`config.mk`:
```
export PLATFORM = sky130hd
export DESIGN_NAME = rrc_top
export DESIGN_NICKNAME = d
export VERILOG_FILES = /design/src/include/rrc_pkg.sv /design/src/hw/rrc_sync.sv /design/src/hw/rrc_top.sv
export VERILOG_INCLUDE_DIRS = /design/src /design/src/include
export SDC_FILE = /design/constraint.sdc
export NUM_CORES = 1
export LEC_CHECK = 0
export ABC_AREA = 1
export BUFFER_PORTS_ARGS = -buffer_cell sky130_fd_sc_hd__clkbuf_2
export CAP_MARGIN = 20
export CORE_UTILIZATION = 59
export DETAILED_ROUTE_END_ITERATION = 10
export PLACE_DENSITY_LB_ADDON = 0.05
export SLEW_MARGIN = 20
export SYNTH_ARGS = -nofsm -noshare
export SYNTH_HDL_FRONTEND = slang
export SYNTH_HIERARCHICAL = 1
export SYNTH_SLANG_ARGS = --single-unit
```
`constraint.sdc`:
```
create_clock -name clock -period 2.9 [get_ports clock]
set_input_delay 0.435 -clock clock [delete_from_list [all_inputs] [get_ports clock]]
set_output_delay 0.435 -clock clock [all_outputs]
set_load 0.02 [all_outputs]
```
`src/include/rrc_cfg.svh`:
```
// Offsets, field positions and reset values for reset and retention control
`ifndef RRC_CFG_SVH
`define RRC_CFG_SVH
`define RRC_ADDR_W 8
`define RRC_DATA_W 16
`define RRC_OFF_SWRST 8'h00
`define RRC_OFF_CTRL 8'h04
`define RRC_OFF_STATUS 8'h08
`define RRC_OFF_SCRATCH_AON 8'h0c
`define RRC_OFF_SCRATCH_MAIN 8'h10
`define RRC_SEQ_PAGE 4'h2
`define RRC_CTRL_REGEN_BIT 0
`define RRC_CTRL_RESET 16'h0001
`define RRC_AON_RESET 16'h0000
`define RRC_MAIN_RESET 16'h0000
`define RRC_SEQ_RESET 16'h0000
`endif

```
`src/include/rrc_pkg.sv`:
```
// Types for reset and retention control
package rrc_pkg;
  typedef enum logic [3:0] {
    RRC_RUN = 4'h1,
    RRC_HOLD = 4'h2,
    RRC_SLEEP = 4'h4,
    RRC_WAKE = 4'h8
  } rrc_state_t;
endpackage : rrc_pkg
```
`src/hw/rrc_sync.sv`:
```
// Two flip-flop synchroniser for pin levels
`timescale 1ns/1ps
`default_nettype none
module rrc_sync (
  input wire logic clock,
  input wire logic rst_b,
  input wire logic din,
  output logic dout
);
  logic meta_q;
  always_ff @(posedge clock)
  begin
    if (!rst_b)
    begin
      meta_q <= 1'b0;
      dout <= 1'b0;
    end
    else
    begin
      meta_q <= din;
      dout <= meta_q;
    end
  end
endmodule : rrc_sync
`default_nettype wire

```
`src/hw/rrc_top.sv`:
```
// Reset and retention control top
`timescale 1ns/1ps
`default_nettype none
`include "rrc_cfg.svh"
module rrc_top (
  input wire logic clock,
  input wire logic rst_b,
  input wire logic analog_supply_good,
  input wire logic digital_io_supply_one_good,
  input wire logic reset_pin_b,
  input wire logic regulator_enable_pin,
  input wire logic [`RRC_ADDR_W-1:0] addr,
  input wire logic [`RRC_DATA_W-1:0] wdata,
  input wire logic wr,
  input wire logic rd,
  output logic [`RRC_DATA_W-1:0] rdata,
  output logic por_active,
  output logic hw_reset_active,
  output logic clear_aon,
  output logic clear_main,
  output logic clear_seq,
  output logic sleep_mode,
  output logic core_regulator_on
);
  logic analog_ok_s, dio_s, rstpin_s, regpin_s;
  logic por_w, hwr_w, swr_w, sleep_w;
  logic [`RRC_DATA_W-1:0] ctrl_q, aon_q, main_q;
  logic [`RRC_DATA_W-1:0] seq_mem [0:3];
  rrc_pkg::rrc_state_t state_q;

  rrc_sync u_sa (.clock(clock), .rst_b(rst_b), .din(analog_supply_good),
    .dout(analog_ok_s));
  rrc_sync u_sd (.clock(clock), .rst_b(rst_b),
    .din(digital_io_supply_one_good), .dout(dio_s));
  rrc_sync u_sr (.clock(clock), .rst_b(rst_b), .din(reset_pin_b),
    .dout(rstpin_s));
  rrc_sync u_sp (.clock(clock), .rst_b(rst_b), .din(regulator_enable_pin),
    .dout(regpin_s));

  function automatic logic hit(input logic [`RRC_ADDR_W-1:0] a,
    input logic [`RRC_ADDR_W-1:0] off);
    hit = (a == off);
  endfunction : hit

  assign por_w = !analog_ok_s || !dio_s;
  assign hwr_w = !rstpin_s;
  assign swr_w = wr && hit(addr, `RRC_OFF_SWRST);
  assign sleep_w = !ctrl_q[`RRC_CTRL_REGEN_BIT] && !regpin_s;

  // Priority: power-on, then pin, then sleep; a software reset does not mask sleep
  always_ff @(posedge clock)
  begin
    if (!rst_b)
    begin
      clear_aon <= 1'b1;
      clear_main <= 1'b1;
      clear_seq <= 1'b1;
    end
    else
    begin
      clear_seq <= por_w;
      clear_aon <= por_w || hwr_w || swr_w;
      clear_main <= por_w || hwr_w || swr_w || sleep_w;
    end
  end

  always_ff @(posedge clock)
  begin
    if (!rst_b)
    begin
      por_active <= 1'b1;
      hw_reset_active <= 1'b0;
      sleep_mode <= 1'b0;
      core_regulator_on <= 1'b1;
    end
    else
    begin
      por_active <= por_w;
      hw_reset_active <= hwr_w && !por_w;
      sleep_mode <= sleep_w && !por_w && !hwr_w;
      core_regulator_on <= !sleep_w;
    end
  end

  // Sequence state: sequencer memory writes are allowed only in the run state
  always_ff @(posedge clock)
  begin
    if (!rst_b)
      state_q <= rrc_pkg::RRC_HOLD;
    else
    begin
      case (state_q)
        rrc_pkg::RRC_RUN:
          if (por_w || hwr_w)
            state_q <= rrc_pkg::RRC_HOLD;
          else if (sleep_w)
            state_q <= rrc_pkg::RRC_SLEEP;
        rrc_pkg::RRC_HOLD:
          if (!por_w && !hwr_w)
            state_q <= rrc_pkg::RRC_RUN;
        rrc_pkg::RRC_SLEEP:
          if (por_w || hwr_w)
            state_q <= rrc_pkg::RRC_HOLD;
          else if (!sleep_w)
            state_q <= rrc_pkg::RRC_WAKE;
        rrc_pkg::RRC_WAKE:
          // A reset arriving in the wake cycle must still hold
          if (por_w || hwr_w)
            state_q <= rrc_pkg::RRC_HOLD;
          else
            state_q <= rrc_pkg::RRC_RUN;
        default:
          state_q <= rrc_pkg::RRC_HOLD;
      endcase
    end
  end

  // Always-on storage, including the regulator enable bit
  always_ff @(posedge clock)
  begin
    if (!rst_b || por_w || hwr_w || swr_w)
    begin
      ctrl_q <= `RRC_CTRL_RESET;
      aon_q <= `RRC_AON_RESET;
    end
    else if (wr && hit(addr, `RRC_OFF_CTRL))
      ctrl_q <= wdata;
    else if (wr && hit(addr, `RRC_OFF_SCRATCH_AON))
      aon_q <= wdata;
  end

  // Other registers: also lost in sleep
  always_ff @(posedge clock)
  begin
    if (!rst_b || por_w || hwr_w || swr_w || sleep_w)
      main_q <= `RRC_MAIN_RESET;
    else if (wr && hit(addr, `RRC_OFF_SCRATCH_MAIN))
      main_q <= wdata;
  end

  // Sequencer memory only cleared by power-on; writes at 0x20..0x2f
  always_ff @(posedge clock)
  begin
    if (!rst_b || por_w)
    begin
      for (int i = 0; i < 4; i++)
        seq_mem[i] <= `RRC_SEQ_RESET;
    end
    else if (wr && addr[7:4] == `RRC_SEQ_PAGE &&
      state_q == rrc_pkg::RRC_RUN)
      seq_mem[addr[3:2]] <= wdata;
  end

  // Read data one cycle after strobe, zero elsewhere
  always_ff @(posedge clock)
  begin
    if (!rst_b)
      rdata <= 16'h0000;
    else if (!rd)
      rdata <= 16'h0000;
    else if (hit(addr, `RRC_OFF_CTRL))
      rdata <= ctrl_q;
    else if (hit(addr, `RRC_OFF_STATUS))
      rdata <= {12'h000, state_q};
    else if (hit(addr, `RRC_OFF_SCRATCH_AON))
      rdata <= aon_q;
    else if (hit(addr, `RRC_OFF_SCRATCH_MAIN))
      rdata <= main_q;
    else if (addr[7:4] == `RRC_SEQ_PAGE)
      rdata <= seq_mem[addr[3:2]];
    else
      rdata <= 16'h0000;
  end

  AST_POR_CLEARS: assert property (@(posedge clock) disable iff (!rst_b)
    por_w |=> clear_seq && clear_aon && clear_main)
    else $error("power-on did not clear all");
  AST_HWR_KEEPS_SEQ: assert property (@(posedge clock) disable iff (!rst_b)
    (hwr_w && !por_w) |=> clear_aon && !clear_seq)
    else $error("hardware reset clearing wrong");
  AST_SWR: assert property (@(posedge clock) disable iff (!rst_b)
    (swr_w && !por_w) |=> clear_aon && clear_main && !clear_seq)
    else $error("software reset clearing wrong");
  AST_SLEEP: assert property (@(posedge clock) disable iff (!rst_b)
    (sleep_w && !por_w && !hwr_w && !swr_w) |=> clear_main && !clear_aon)
    else $error("sleep clearing wrong");
  AST_REGEN: assert property (@(posedge clock) disable iff (!rst_b)
    (ctrl_q[`RRC_CTRL_REGEN_BIT] || regpin_s) |=> core_regulator_on)
    else $error("regulator off while enabled");
  AST_POR_FLAG: assert property (@(posedge clock) disable iff (!rst_b)
    (!analog_ok_s || !dio_s) |=> por_active)
    else $error("power-on flag missing");
  AST_HOLD: assert property (@(posedge clock) disable iff (!rst_b)
    (por_w || hwr_w) |=> state_q != rrc_pkg::RRC_RUN)
    else $error("ran during held reset");
  AST_PIN: assert property (@(posedge clock) disable iff (!rst_b)
    (!rstpin_s && analog_ok_s && dio_s) |=> hw_reset_active)
    else $error("pin reset not seen");
endmodule : rrc_top
`default_nettype wire

```
# [After elaboration in Yosys (flattened, before gate mapping)]
# Memories as Yosys holds them, arrays and structs flattened.
# Index checks and enable logic that the tools add are counted.
[classes] n_eq_ne=12 n_mux=20 bitwise=1 reduce_logical=32
[ops] cell="2-to-1 mux 16 bit" count=6
[ops] cell="2-to-1 mux 4 bit" count=5
[ops] cell="== test 8 x 4 -> 1 bit, second input constant" count=2
[ops] cell="case mux 4 bit (4 select lines)" count=1
[ops] cell="OR reduction 16 bit" count=1
[ops] cell="logical AND 1 bit" count=11
[ops] cell="== test 4 x 2 -> 1 bit, second input constant" count=2
[ops] cell="== test 8 x 3 -> 1 bit, second input constant" count=1
[ops] cell="== test 8 x 5 -> 1 bit, second input constant" count=1
[ops] cell="zero test 1 bit" count=8
[ops] cell="zero test 8 bit" count=1
[ops] cell="logical OR 1 bit" count=8
[ops] cell="2-to-1 mux 1 bit" count=6
[ops] cell="!= test 3 bit, second input constant" count=2
[ops] cell="== test 4 x 1 -> 1 bit, second input constant" count=1
[ops] cell="== test 4 x 3 -> 1 bit, second input constant" count=1
[ops] cell="== test 4 bit, second input constant" count=1
[ops] cell="2-to-1 mux 2 bit" count=2
[ops] cell="AND reduction 2 bit" count=2
[ops] cell="AND reduction 3 bit" count=1
[ops] cell="!= test 2 bit, second input constant" count=1
[ops] cell="inverter 1 bit" count=1
[word_totals] reg_bits=82 ramBits=64 input_bits=32 output_inout_bits=23 wordCells=85 n_memories=1
[mem_list] name="seq_mem" words=4 width=16 rd=1 rd_ports_with_merged_regs=0 wr=4 line="rrc_top.sv:28" source="logic [`RRC_DATA_W-1:0] seq_mem [0:3];"

# [Logic depth before layout (Yosys ltp)]
[logic_depth] word_depth=8 depth_mapped=11 depth_no_buf=9

# [Modules after synthesis]
# The synthesis kept the hierarchy.
[modules_own_cells] mod="rrc_top" instances=1 cells_per_inst=752 area_per_inst_um2=6163.4 seq_area_each_um2=3403.3
[modules_own_cells] mod="rrc_sync" instances=4 cells_per_inst=6 area_per_inst_um2=55.1 seq_area_each_um2=40.0

# [Least setup slack after synthesis]
# Ideal clock, no wire load.
[synth_timing] kind="input to register" from="in addr[3]" to="mem seq_mem[2][0] in the netlist's numbering, enable pin" setup_ps=411 arrival_time_ps=2273 required_time_ps=2489 path_slack_ps=216 path_stages=5 path_buffers=1 cell_sequence="buf_6 inv_4 nor2_1 clkinv_1 o21ai_0"
[synth_rtl] item="from (decl)" line="rrc_top.sv:12" source="input wire logic [`RRC_ADDR_W-1:0] addr,"
[synth_rtl] item="to (decl)" line="rrc_top.sv:28"

==> flow_summary.ini <==
[timing]
setup_tns_ps = 0
setup_viol = 0
slew_headroom = 0.352
post-route-period-util = 0.662
finalHoldViolCount = 0
final-max-slew-violation-count = 0
worst_pin_slew_ps = 971
rsz0062_at_grt = no
period_needed_ps = 1920
holdWs_ps = 81.2
finalClockSkew_ps = 9.45
fmax_mhz = 521

[placement]
port_buffers = 54
hpwlAfterDp_um = 10900
gp_congestion = 0.867
place_area_mm2 = 0.00675

[clock_tree]
clock_latency_ps = 540
cts_hold_buf = 0
cts_root_buf = clkbuf_8
cts-resized-gates = 0
clockBufferDepth = 2
htreeDepth = 4
postCtsSetupBuffers = 0
clk_pin_slew_ps = 60
cts_sinks = 146
cts_tree = built
cts_buffers = 17

[setup_path]
r2r-end = seq_mem[1][1]$_SDFFCE_PN0P_
rr_worst_depth = 7
crit_path_end_kind = flip-flop
cp_max_fo = 16
critPathLaunchType = flip-flop
crit_path_start = state_q[2]$_SDFFE_PN0P_
critPathArrivalTime_ps = 2320
criticalPathCategory = flip-flop to flip-flop
r2r_slack_ps = 980
cp-endpoint = seq_mem[1][1]$_SDFFCE_PN0P_
crit-reg2reg-launch = state_q[2]$_SDFFE_PN0P_
required_ps = 3300

[cells_and_area]
design_area_mm2 = 0.00733
drive_gt1_frac = 0.166
fillerInstances = 880
multiInputGateArea_mm2 = 0.00241
area_delta_synth_final_pct = 14.9
ff_latch_area_mm2 = 0.00356
layout.nets = 861
diodes = 0

[yosys]
synth.yosys.seq_area_share = 0.558
syn_area_mm2 = 0.00638
synth_cell_types = 27
synthFlopType = dfxtp_1
synth-edff-count = 64
yosysTopAreaCellShare = 0.301
syn-num-nets = 808
syn_inst = 776
yosys.area.top_type = edfxtp_1
synth_common_cells = 275 x nand2_1, 98 x nor2_1, 82 x dfxtp_1
synth-seq-cells = 146
netlist_top_cells_area = edfxtp_1 30%, dfxtp_1 26%, nand2_1 16%
postSynth.asyncResetShare = 0
yosys_warnings = 6
syn_avg_cell_area_um2 = 8.23
yosysMostFrequentCell = nand2_1

[routing]
dr.pass1.iters = 5
vias = 5339
drtIter0Drc = 543
remaining_drc_errors = 0
met3_wirelength_um = 1660
routed_via_density = 5.46
routedWlPerCell_um = 16.6
drt-total-wl_um = 16200
ant_nets = 0
topRoutingLayerUsed = met4
wl_met1_um = 6770
wl_met2_um = 7500

[floorplanning]
io_pins = 55
core-area_mm2 = 0.0104
die_h_um = 106
die_w_um = 106
start_util = 0.613
rows = 37
die_area_mm2 = 0.0112

[global_routing]
grt_pass1_vias = 5180
overflow = 0
grt_max_degree = 34
groute.usage.overall = 0.313
antenna_found_initial = 0
grt_pass1_wl_um = 26300

[pwr]
p_per_area_mw_per_mm2 = 605
peakVddDrop_mv = 0.473
p_leak_nw = 3.49

[hold_path]
min_from = regulator_enable_pin
hp-class = primary input to flip-flop

[run_status]
status = completed

[flow_run]
max_cap_viol_count = 0
worst min-delay path by stage:
stage | end | slack (ps) | depth (start not counted)
floorplan | u_sa/dout$_SDFF_PN0_ | 390 | 2
global placement | u_sd/dout$_SDFF_PN0_ | 390 | 2
detailed placement | u_sr/dout$_SDFF_PN0_ | 400 | 2
CTS | u_sp/meta_q$_SDFF_PN0_ | 60 | 3
global route | u_sp/meta_q$_SDFF_PN0_ | 90 | 3
finish | u_sp/meta_q$_SDFF_PN0_ | 80 | 3
where the power goes:
part / leakage, nW / switching, mW / internal, mW
combinational: 1.75 / 0.114 / 0.0340
sequential: 1.45 / 0.00377 / 2.14
clock: 0.292 / 0.824 / 1.32
total: 3.49 / 0.942 / 3.49
through the flow:
step	utilization	power, mW	setup slack [ps]	instances
after floorplan	-	2.26	216	776
after global placement	0.648	2.33	631	946
after detailed placement	0.648	2.33	535	946
after CTS	0.704	4.45	993	978
after global routing	0.704	4.54	864	978
final	0.704	4.44	980	978
registers in the layout (all words and copies together), names as in the netlist:
signal and count:
seq_mem 64, core_regulator_on 1, state_q 4, u_sa/dout 1
sleep_mode 1, u_sp/meta_q 1, u_sp/dout 1, u_sd/dout 1
rdata 16, hw_reset_active 1, por_active 1, clear_main 1
aon_q 16, u_sd/meta_q 1, u_sr/dout 1, main_q 16
ctrl_q 16, u_sr/meta_q 1, u_sa/meta_q 1, clear_aon 1
cells by family (layout without fill, tap and decap cells):
kind of cell | after synthesis | after routing | synth area share
flops | 146 | 146 | 0.558
simple gates | 477 | 477 | 0.330
buf+inv | 94 | 160 | 0.0639
compound gates | 59 | 59 | 0.0480
placed cells by master, fill, tap and decap left out, types with 18 or more instances in the layout:
cell       instances
nand4_1           18
a21oi_1           34
nor2_1            98
nand3_1           51
o21ai_0           20
inv_1             52
nand2_1          275
dfxtp_1           82
edfxtp_1          64
clkbuf_16         18
clkbuf_2          56
cell type report:
class	count	area share
Multi-Input combinational cell	536	0.329
Tap cell	136	0.0232
Inverter	61	0.0316
Sequential cell	146	0.486
Timing Repair Buffer	67	0.0502
Clock buffer	26	0.0713
Clock inverter	6	0.00887
worst max-delay path: stages, from the launching register on:
cell	delay, ps
dfxtp_1	340
nor2_1	220
nand3_2	130
inv_1	150
nand3_4	140
nor2_8	390
nand2_1	250
nor2_1	150
routing by layer:
layer	vias up	GRT usage
met5	-	0
met4	0	0.138
met3	29	0.0699
met2	263	0.470
met1	2462	0.436
li1	2585	-
(Power assumes the default switching activity.)
